$ cat src/acms_consts.vh
// constants for the ac-link modem status and access lock block
`ifndef ACMS_CONSTS_VH
`define ACMS_CONSTS_VH
// ============================================================
// register offsets within the bus master io window
`define ACMS_OFS_STATUS 8'h40
`define ACMS_OFS_LOCK 8'h44
// ============================================================
// status bit positions
`define ACMS_B_RCS 15
`define ACMS_B_S1RES 11
`define ACMS_B_S0RES 10
`define ACMS_B_S1RDY 9
`define ACMS_B_S0RDY 8
`define ACMS_B_MIC 7
`define ACMS_B_POUT 6
`define ACMS_B_PIN 5
`define ACMS_B_MOUT 2
`define ACMS_B_MIN 1
`define ACMS_B_GPI 0
`define ACMS_B_LOCK 0
// ============================================================
// reset values and timing
`define ACMS_LOCK_RST 8'h00
`define ACMS_TIMEOUT_FRAMES 3'h4
`define ACMS_DUMMY_DATA 16'hFFFF
`endif

$ cat src/acms_status_lock.v
// global link status low half, codec access lock and codec read time-out
`include "acms_consts.vh"
module acms_status_lock (
    input wire clk,
    input wire rst,
    input wire func_rst,
    input wire rd_en,
    input wire wr_en,
    input wire [7:0] addr,
    input wire [31:0] wdata,
    input wire [3:0] wbe,
    output reg [31:0] rdata,
    output reg rvalid,
    input wire bit_clk,
    input wire sync_pin,
    input wire sdi0_ready,
    input wire sdi1_ready,
    input wire sdi0_resume,
    input wire sdi1_resume,
    input wire slot12_valid,
    input wire [3:0] slot12_bits,
    input wire mic_in_chan_irq,
    input wire pcm_out_chan_irq,
    input wire pcm_in_chan_irq,
    input wire modem_out_chan_irq,
    input wire modem_in_chan_irq,
    input wire codec_rd_start,
    input wire codec_acc_done,
    input wire codec_rd_resp,
    input wire [15:0] codec_rd_data,
    output reg codec_rd_cpl,
    output reg [15:0] codec_rd_cpl_data,
    output reg codec_rd_timeout
);
    // ============================================================
    // pin synchronisers
    reg [1:0] bclk_s;
    reg [1:0] sync_s;
    reg [1:0] rdy0_s;
    reg [1:0] rdy1_s;
    reg [1:0] res0_s;
    reg [1:0] res1_s;
    reg [1:0] s12v_s;
    reg [3:0] s12a_r;
    reg [3:0] s12b_r;
    reg bclk_d_r;
    reg sync_d_r;
    reg res0_d_r;
    reg res1_d_r;
    reg s12v_d_r;
    wire bclk_rise;
    wire frame_start;
    wire res0_evt;
    wire res1_evt;
    wire s12_evt;
    // two-flop synchronisers, first stage read only by second
    always @(posedge clk) begin
        if (rst) begin
            bclk_s <= 2'h0;
            sync_s <= 2'h0;
            rdy0_s <= 2'h0;
            rdy1_s <= 2'h0;
            res0_s <= 2'h0;
            res1_s <= 2'h0;
            s12v_s <= 2'h0;
            s12a_r <= 4'h0;
            s12b_r <= 4'h0;
        end else begin
            bclk_s <= {bclk_s[0], bit_clk};
            sync_s <= {sync_s[0], sync_pin};
            rdy0_s <= {rdy0_s[0], sdi0_ready};
            rdy1_s <= {rdy1_s[0], sdi1_ready};
            res0_s <= {res0_s[0], sdi0_resume};
            res1_s <= {res1_s[0], sdi1_resume};
            s12v_s <= {s12v_s[0], slot12_valid};
            s12a_r <= slot12_bits;
            s12b_r <= s12a_r;
        end
    end
    // edge detectors on synchronised signals
    always @(posedge clk) begin
        if (rst) begin
            bclk_d_r <= 1'b0;
            sync_d_r <= 1'b0;
            res0_d_r <= 1'b0;
            res1_d_r <= 1'b0;
            s12v_d_r <= 1'b0;
        end else begin
            bclk_d_r <= bclk_s[1];
            sync_d_r <= sync_s[1];
            res0_d_r <= res0_s[1];
            res1_d_r <= res1_s[1];
            s12v_d_r <= s12v_s[1];
        end
    end
    assign bclk_rise = bclk_s[1] & ~bclk_d_r;
    assign frame_start = sync_s[1] & ~sync_d_r;
    assign res0_evt = res0_s[1] & ~res0_d_r;
    assign res1_evt = res1_s[1] & ~res1_d_r;
    assign s12_evt = s12v_s[1] & ~s12v_d_r;
    // ============================================================
    // register access decode
    wire st_rd = rd_en & (addr == `ACMS_OFS_STATUS);
    wire st_wr = wr_en & (addr == `ACMS_OFS_STATUS);
    wire lk_rd = rd_en & (addr == `ACMS_OFS_LOCK);
    wire clr_lo = st_wr & wbe[0];
    wire clr_hi = st_wr & wbe[1];
    // ============================================================
    // sticky flags, set wins over write-one clear
    reg s0_res_r;
    reg s1_res_r;
    reg gpi_chg_r;
    reg rcs_r;
    reg [2:0] slot12_hi_r;
    reg timeout_evt;
    // cleared by full reset or write-one clear, never by func_rst
    always @(posedge clk) begin
        if (rst) begin
            s0_res_r <= 1'b0;
            s1_res_r <= 1'b0;
            gpi_chg_r <= 1'b0;
            rcs_r <= 1'b0;
            slot12_hi_r <= 3'h0;
        end else begin
            s0_res_r <= res0_evt | (s0_res_r & ~(clr_hi & wdata[`ACMS_B_S0RES]));
            s1_res_r <= res1_evt | (s1_res_r & ~(clr_hi & wdata[`ACMS_B_S1RES]));
            gpi_chg_r <= (s12_evt & s12b_r[0])
                | (gpi_chg_r & ~(clr_lo & wdata[`ACMS_B_GPI]));
            rcs_r <= timeout_evt | (rcs_r & ~(clr_hi & wdata[`ACMS_B_RCS]));
            if (s12_evt) begin
                slot12_hi_r <= s12b_r[3:1];
            end
        end
    end
    // ============================================================
    // codec access lock
    reg lock_r;
    // read sets the lock; access completion clears it
    always @(posedge clk) begin
        if (rst || func_rst) begin
            lock_r <= 1'b0;
        end else if (lk_rd) begin
            lock_r <= 1'b1;
        end else if (codec_acc_done || timeout_evt) begin
            lock_r <= 1'b0;
        end
    end
    // ============================================================
    // codec read time-out in frames
    localparam RD_IDLE = 1'b0;
    localparam RD_WAIT = 1'b1;
    reg rd_state_r;
    reg [2:0] frame_cnt_r;
    // counts frame starts seen on the link while waiting
    always @(posedge clk) begin
        if (rst || func_rst) begin
            rd_state_r <= RD_IDLE;
            frame_cnt_r <= 3'h0;
            codec_rd_cpl <= 1'b0;
            codec_rd_cpl_data <= 16'h0000;
            codec_rd_timeout <= 1'b0;
            timeout_evt <= 1'b0;
        end else begin
            codec_rd_cpl <= 1'b0;
            codec_rd_timeout <= 1'b0;
            timeout_evt <= 1'b0;
            case (rd_state_r)
                RD_IDLE: begin
                    frame_cnt_r <= 3'h0;
                    if (codec_rd_start) begin
                        rd_state_r <= RD_WAIT;
                    end
                end
                RD_WAIT: begin
                    if (codec_rd_resp) begin
                        codec_rd_cpl <= 1'b1;
                        codec_rd_cpl_data <= codec_rd_data;
                        rd_state_r <= RD_IDLE;
                    end else if (frame_start && bclk_s[1]
                            && frame_cnt_r == `ACMS_TIMEOUT_FRAMES - 3'h1) begin
                        codec_rd_cpl <= 1'b1;
                        codec_rd_cpl_data <= `ACMS_DUMMY_DATA;
                        codec_rd_timeout <= 1'b1;
                        timeout_evt <= 1'b1;
                        rd_state_r <= RD_IDLE;
                    end else if (frame_start) begin
                        frame_cnt_r <= frame_cnt_r + 3'h1;
                    end
                end
                default: rd_state_r <= RD_IDLE;
            endcase
        end
    end
    // ============================================================
    // read data; ready and summary bits are live mirrors
    reg [31:0] st_word;
    always @* begin
        st_word = 32'h0000_0000;
        st_word[`ACMS_B_RCS] = rcs_r;
        st_word[14:12] = slot12_hi_r;
        st_word[`ACMS_B_S1RES] = s1_res_r;
        st_word[`ACMS_B_S0RES] = s0_res_r;
        st_word[`ACMS_B_S1RDY] = rdy1_s[1];
        st_word[`ACMS_B_S0RDY] = rdy0_s[1];
        // channel summaries are status only; no dma path waits on codec ready
        st_word[`ACMS_B_MIC] = mic_in_chan_irq;
        st_word[`ACMS_B_POUT] = pcm_out_chan_irq;
        st_word[`ACMS_B_PIN] = pcm_in_chan_irq;
        st_word[`ACMS_B_MOUT] = modem_out_chan_irq;
        st_word[`ACMS_B_MIN] = modem_in_chan_irq;
        st_word[`ACMS_B_GPI] = gpi_chg_r;
    end
    // registered read answer one cycle after the strobe
    always @(posedge clk) begin
        if (rst) begin
            rdata <= 32'h0000_0000;
            rvalid <= 1'b0;
        end else begin
            rvalid <= rd_en;
            if (st_rd) begin
                rdata <= st_word;
            end else if (lk_rd) begin
                rdata <= {24'h000000, 7'h00, lock_r};
            end else begin
                rdata <= 32'h0000_0000;
            end
        end
    end
    // bclk_rise is kept for frame sampling by later users
    wire unused_ok = bclk_rise;
endmodule // acms_status_lock

$ cat config.mk
export PLATFORM = sky130hd
export DESIGN_NAME = acms_status_lock
export DESIGN_NICKNAME = d
export VERILOG_FILES = /design/src/acms_status_lock.v
export VERILOG_INCLUDE_DIRS = /design/src
export SDC_FILE = /design/constraint.sdc
export NUM_CORES = 1
export LEC_CHECK = 0
export ABC_AREA = 1
export BUFFER_PORTS_ARGS = -buffer_cell sky130_fd_sc_hd__buf_2
export CAP_MARGIN = 20
export CORE_UTILIZATION = 40
export DETAILED_ROUTE_END_ITERATION = 6
export PLACE_DENSITY = 0.76
export SETUP_SLACK_MARGIN = 0.15
export SLEW_MARGIN = 20
export SYNTH_ARGS = -nofsm -noshare
export SYNTH_HDL_FRONTEND = slang
export SYNTH_SLANG_ARGS = --single-unit
$ cat constraint.sdc
create_clock -name clk -period 1.5 [get_ports clk]
set_clock_uncertainty 0.2 [all_clocks]
set_input_delay 0.15 -clock clk [delete_from_list [all_inputs] [get_ports clk]]
set_output_delay 0.15 -clock clk [all_outputs]
set_load 0.01 [all_outputs]
==> metrics, run 1 <==
CP Cell Sequence=ha_4, ha_4, nand2_4, nor3_4, buf_6, nor2_4, nand2_2, nand2_1, nand2_1, nor2_1; Buf/Inv on CP=1; PwrDens=1100 nW/um^2; post-DP HPWL=3160 um; Synth warnings=0; Via density=4.24; Final Slew Violations=0; RSZ-0062 raised after global routing=true; Cell Area, Synth=2480 um^2; largest cells by area after synthesis=dfxtp_1, nor2_1, inv_1, buf_4, o21ai_0; Final Instance Area=3710 um^2; Antenna Violating Nets Remaining=0; CTS tree=done; Die Area=6520 um^2; cell count after synthesis=301; Crit path required time=1.56 ns; clk root buf=clkbuf_8; area grow syn2layout=49.7%; # placed instances=456; fin crit share=103%; layout cells sized above 1=27.6%; Seq/Total Area, Yosys=57.3%; Fin Setup TNS=-0.184 ns; worst skew pair latency=0.33 ns; GPL Wtd Cong=0.721; cts hold-fix bufs=48; Clock Tree Buf Depth=2; WS Path Type=flop to flop; Hold Crit Class=primary input to flop; # rows=28; router iterations before antenna repair=4; post-synthesis register bit count=71; CP arrival=1.61 ns; min setup slack post-route=-0.0512 ns; status=finished, violations left; CP Max Fanout=5; Nets=527; max cap viols=0; GRT overflow=0; Die W=80.7 um; Hold Vio Cnt, Final=14; vias in the first global route=2041; starting density of the core=41.6%; H-tree Lvls=3; syn_area_per_cell=8.24 um^2; # DRC=0; All-Layer GR Usage=17.0%; clock-pin slew on the worst setup and hold paths=0.07 ns; failing checks=negative hold slack, negative setup slack; Non-Filler Instances=521; top cell type by total area after synthesis=dfxtp_1; # clock sinks=71; Final setup viols=9; core region area=5960 um^2; minimum clock period=1.55 ns; critical path endpoint category=flop; largest net degree at the start of global routing=23; ANT cells=0; placed cell areas=2940 um^2; total CTS buffers=9; Die Height=80.7 um; Vias=2211; Power Total=4.09 mW; post-synth top area share=57.3%; Yosys cell types=24; I/O Pins=135; critical path's largest stage delay=0.34 ns; Pleak=1.81 nW; Top delay family on crit path=simple AND/OR/NAND/NOR gates; drt total wl=5590 um; Crit-path slowest cell=dfxtp_2; Highest Clock Rate=0.645 GHz; kind of start point of the critical path=flop; WL per Instance=10.7 um; first-pass GRT wire length=8220 um; initial DRC count=89; initial antenna violation count=0; worst hold slack=-0.122 ns; Buffers on Ports=86; worst vdd rail ir drop=0.000637 V
[area by class of cell]
cell class	count	area, um^2
clock buffers	9	124
clock inverters	7	120
fillers	497	2240
inverters	50	190
multi-input cells	172	821
flip-flops and latches	71	1420
well taps	75	93.8
repair buffers	137	940
[flip-flops by register name, indices dropped and copies added, names as in the netlist, 2 cells and up]
signal             cells
slot12_hi_r            3
codec_rd_cpl_data     16
rdata                 14
rdy0_s                 2
s12a_r                 4
rdy1_s                 2
res0_s                 2
sync_s                 2
s12b_r                 4
s12v_s                 2
res1_s                 2
bclk_s                 2
frame_cnt_r            3
[cells in the mapped netlist]
| cell type | n |
|---|---|
| a21boi_0 | 1 |
| a21oi_1 | 8 |
| buf_2 | 4 |
| buf_4 | 18 |
| buf_8 | 1 |
| clkbuf_1 | 2 |
| conb_1 | 1 |
| dfxtp_1 | 71 |
| ha_1 | 2 |
| inv_1 | 48 |
| inv_2 | 2 |
| nand2_1 | 23 |
| nand3_1 | 4 |
| nand3b_1 | 2 |
| nand4_1 | 1 |
| nor2_1 | 82 |
| nor2_2 | 2 |
| nor2_4 | 1 |
| nor3_1 | 1 |
| nor3_4 | 1 |
| nor3b_1 | 1 |
| o21ai_0 | 22 |
| o21ai_1 | 2 |
| o21ai_2 | 1 |
[placed cells by master, fill, tap and decap left out, types with 2 or more instances in the layout]
cell / Yosys / final
nand3_1: 4 / 4
buf_4: 18 / 2
ha_4: 0 / 2
dfxtp_2: 0 / 2
nor2_1: 82 / 81
nand2_4: 0 / 2
buf_2: 4 / 86
o21ai_1: 2 / 2
nor2_4: 1 / 2
clkbuf_8: 0 / 9
nor2_2: 2 / 2
inv_1: 48 / 48
dlygate4sd3_1: 0 / 47
bufinv_16: 0 / 3
a21oi_1: 8 / 7
conb_1: 1 / 18
dfxtp_1: 71 / 69
o21ai_0: 22 / 22
nand2_1: 23 / 20
nand3b_1: 2 / 2
[through the flow]
| step | hold slack, ns | worst slack [ns] | utilization [%] |
|---|---|---|---|
| 6_report | -0.122 | -0.0512 | 62.3 |
| 4_1_cts | -0.144 | -0.0596 | 62.0 |
| 3_5_place_dp | 0.158 | -0.133 | 49.3 |
| 2_1_floorplan | 0.0261 | -0.00678 | - |
| 5_1_grt | -0.127 | -0.111 | 62.3 |
| 3_3_place_gp | 0.153 | -0.0955 | 49.3 |
[worst reg2reg max path, cell delays in order (launching register included)]
cell and delay [ns]:
dfxtp_2 0.34, ha_4 0.16, ha_4 0.15, nand2_4 0.06, nor3_4 0.04, buf_6 0.12, nor2_4 0.12, nand2_2 0.08
nand2_1 0.08, nand2_1 0.06, nor2_1 0.07
[final timing paths]
path,endpoint,from,slack (ns),cells past startpoint
max reg2reg,frame_cnt_r[0],frame_cnt_r[1],-0.05,10
min,timeout_evt,codec_rd_resp,-0.12,2
max,frame_cnt_r[0],frame_cnt_r[1],-0.05,10
min reg2reg,s12b_r[3],s12a_r[3],0.19,2
[report_power, final]
part	leakage [nW]	switching (mW)	internal, mW
Combinational	1.11	0.157	0.173
Clock	0.120	0.708	1.11
Sequential	0.580	0.0154	1.93
[logic make-up after synthesis]
| logic type | Yosys count | synth area share [%] |
|---|---|---|
| fa+ha+maj | 2 | 1.01 |
| compound gates | 34 | 7.11 |
| flops | 71 | 57.3 |
| buf+inv | 75 | 14.7 |
| other cells | 1 | 0.151 |
| simple gates | 118 | 19.7 |
[timing repair]
action,in CTS,in global routing
resized for setup,6,6
buffers inserted,1,0
endpoints found under the hold margin,45,3
pin swaps,1,4
cloned,0,0
endpoints found under the setup margin,21,37
[layer usage]
metal	track usage, %	vias to the layer above	share of wire, %	routed length, um
met2	32.6	77	52	2930
met3	3.03	18	4.9	275
met1	16.7	968	39	2200
met4	10.7	0	3.3	184
met5	0	-	0	0
li1	-	1148	-	-
Note: power is estimated with default switching activity, not from simulation.
==> inputs of run 2 (changes only) <==
--- a/config.mk
+++ b/config.mk
@@ -11,7 +11,7 @@
 export CAP_MARGIN = 20
 export CORE_UTILIZATION = 40
 export DETAILED_ROUTE_END_ITERATION = 6
-export PLACE_DENSITY = 0.76
+export PLACE_DENSITY = 0.75
 export SETUP_SLACK_MARGIN = 0.15
 export SLEW_MARGIN = 20
 export SYNTH_ARGS = -nofsm -noshare
==> run 2 against run 1 <==
The flow finishes with violations (negative setup slack). Non-clock buffer count rose by 3. Critical path depth fell by 2. Highest routed layer unchanged. Cell count rose by 0.58%. Setup slack improved by 0.0058 ns. Maximum frequency rose by 0.37%. Cell area fell by 0.81%. Wire length fell by 2.2%. Hold slack improved by 0.17 ns.
==> metrics, run 2 (same netlist as run 1, synthesis figures left out) <==
Die Area=6520 um^2 (unchanged); Power Total=3.77 mW (-7.9%); area grow syn2layout=48.5%; Min-Delay Path Depth=4 (+2); Crit-path slowest cell=dfxtp_2; kind of start point of the critical path=flop; met1 usage=15.4% (-1.3 points); router iterations before antenna repair=4 (unchanged); grt met2 use=32.8% (+0.17 points); initial antenna violation count=0 (unchanged); Final setup viols=17 (+8); I/O Pins=135 (unchanged); Clock Tree Buf Depth=2 (unchanged); most common cell after layout, fill and taps aside=buf_2; Pleak=1.80 nW (-0.96%); # clock sinks=71 (unchanged); starting density of the core=41.6% (unchanged); highest-count cells in the layout ignoring fill and taps=buf_2, nor2_1, dfxtp_1, dlygate4sd3_1, inv_1; drt total wl=5470 um (-2.2%); min setup slack post-route=-0.0454 ns (+0.00578 ns); Fin Setup TNS=-0.353 ns (-0.169 ns); # rows=28 (unchanged); GRT overflow=0 (unchanged); Hold Crit Class=primary input to flop; worst hold slack=0.0475 ns (+0.170 ns); # DRC=0 (unchanged); failing checks=negative setup slack; GPL Wtd Cong=0.686 (-4.9%); critical path endpoint category=flop; max cap viols=0 (unchanged); worst reg-to-reg setup slack=-0.05 ns (about the same); post-DP HPWL=3120 um (-1.1%); Die W=80.7 um (unchanged); critical path's largest stage delay=0.34 ns (about the same); Via density=4.17 (-1.8%); fin crit share=103% (-0.39 points); H-tree Lvls=3 (unchanged); max FFs per register=16 (unchanged); Worst R2R Path Depth=8 (-2); layout cells sized above 1=26.7% (-0.85 points); WL per Instance=10.4 um (-2.7%); first-pass GRT wire length=8030 um (-2.3%); clk root buf=clkbuf_8; ANT cells=0 (unchanged); RSZ-0062 raised after global routing=true; Vias=2184 (-1.2%); total CTS buffers=9 (unchanged); routing usage on met3=3.93% (+0.90 points); Die Height=80.7 um (unchanged); Buffers on Ports=86 (unchanged); clock-pin slew on the worst setup and hold paths=0.08 ns (about the same); Crit path required time=1.53 ns (-0.03 ns); CP Max Fanout=17 (+12); Hold Vio Cnt, Final=0 (-14); All-Layer GR Usage=16.5% (-0.51 points); initial DRC count=54 (-39%); status=finished, violations left; Final Slew Violations=0 (unchanged); WS Path Type=flop to flop; PwrDens=1020 nW/um^2 (-7.1%); Reg with most FFs=codec_rd_cpl_data; Nets=530 (+0.57%); CP arrival=1.58 ns (-0.03 ns); worst skew pair latency=0.34 ns (about the same); gr busiest metal=met2; CP Cell Sequence=ha_4, ha_4, nand2_4, nor3_4, o21ai_2, inv_4, nor2_1, nor2_1; dpl ws=-0.141 ns (-0.00811 ns); Highest Clock Rate=0.647 GHz (+0.37%); minimum clock period=1.55 ns (-0.00578 ns); CTS tree=done; core region area=5960 um^2 (unchanged); largest net degree at the start of global routing=27 (+17%); Post-CTS Setup Inserts=0 (-1); worst vdd rail ir drop=0.000785 V (+23%); Top Registers=codec_rd_cpl_data (16), rdata (14); Antenna Violating Nets Remaining=0 (unchanged); vias in the first global route=2023 (-0.88%)
run 2: repair_timing:
| action | in CTS | in global routing |
|---|---|---|
| setup endpoints to repair | 22 | 37 |
| hold buffers | 51 | 0 |
| resized for setup | 2 | 7 |
| hold endpoints to repair | 45 | 0 |
| pin swaps | 0 | 1 |
run 2: final cells by class:
| class | instances | area, um^2 |
|---|---|---|
| clock buffer | 10 | 128 |
| clock inverter | 6 | 68.8 |
| fill | 494 | 2270 |
| inverter | 50 | 190 |
| multi-input combinational | 172 | 812 |
| sequential | 71 | 1420 |
| tap | 75 | 93.8 |
| timing repair buffer | 140 | 966 |
run 2: path summary, 6_finish.rpt:
| check | endpoint | from |
|---|---|---|
| worst max-delay path | codec_rd_cpl_data[6] | frame_cnt_r[1] |
| worst min-delay path | rd_state_r | codec_rd_resp |
| worst max register to register | codec_rd_cpl_data[6] | frame_cnt_r[1] |
| worst min register to register | res0_s[1] | res0_s[0] |
run 2: metrics by stage:
step                std cells  utilization, %  area (um^2)
finish                    524            61.8         3680
floorplan                 318               -         2570
detailed placement        457            49.4         2940
global route              524            61.8         3680
global placement          457            49.4         2940
CTS                       524            61.4         3660
run 2: report_power, final:
part / internal, mW / switching, mW
sequential: 1.93 / 0.0154
clock: 0.779 / 0.706
combinational: 0.181 / 0.157
total: 2.89 / 0.879
run 2: critical path, delay by kind of cell (launching register included):
kind | cells | cell delay, ns
buf+inv | 1 | 0.11
flops | 1 | 0.34
compound gates | 1 | 0.18
simple gates | 4 | 0.27
fa+ha+maj | 2 | 0.31
run 2: metal layers:
metal  wire length (um)  share of wire, %  vias to the layer above
met5                  0                 0                        -
met4                102               1.9                        0
li1                   -                 -                     1155
met1               2210                40                      945
met3                264               4.8                       10
met2               2890                53                       74
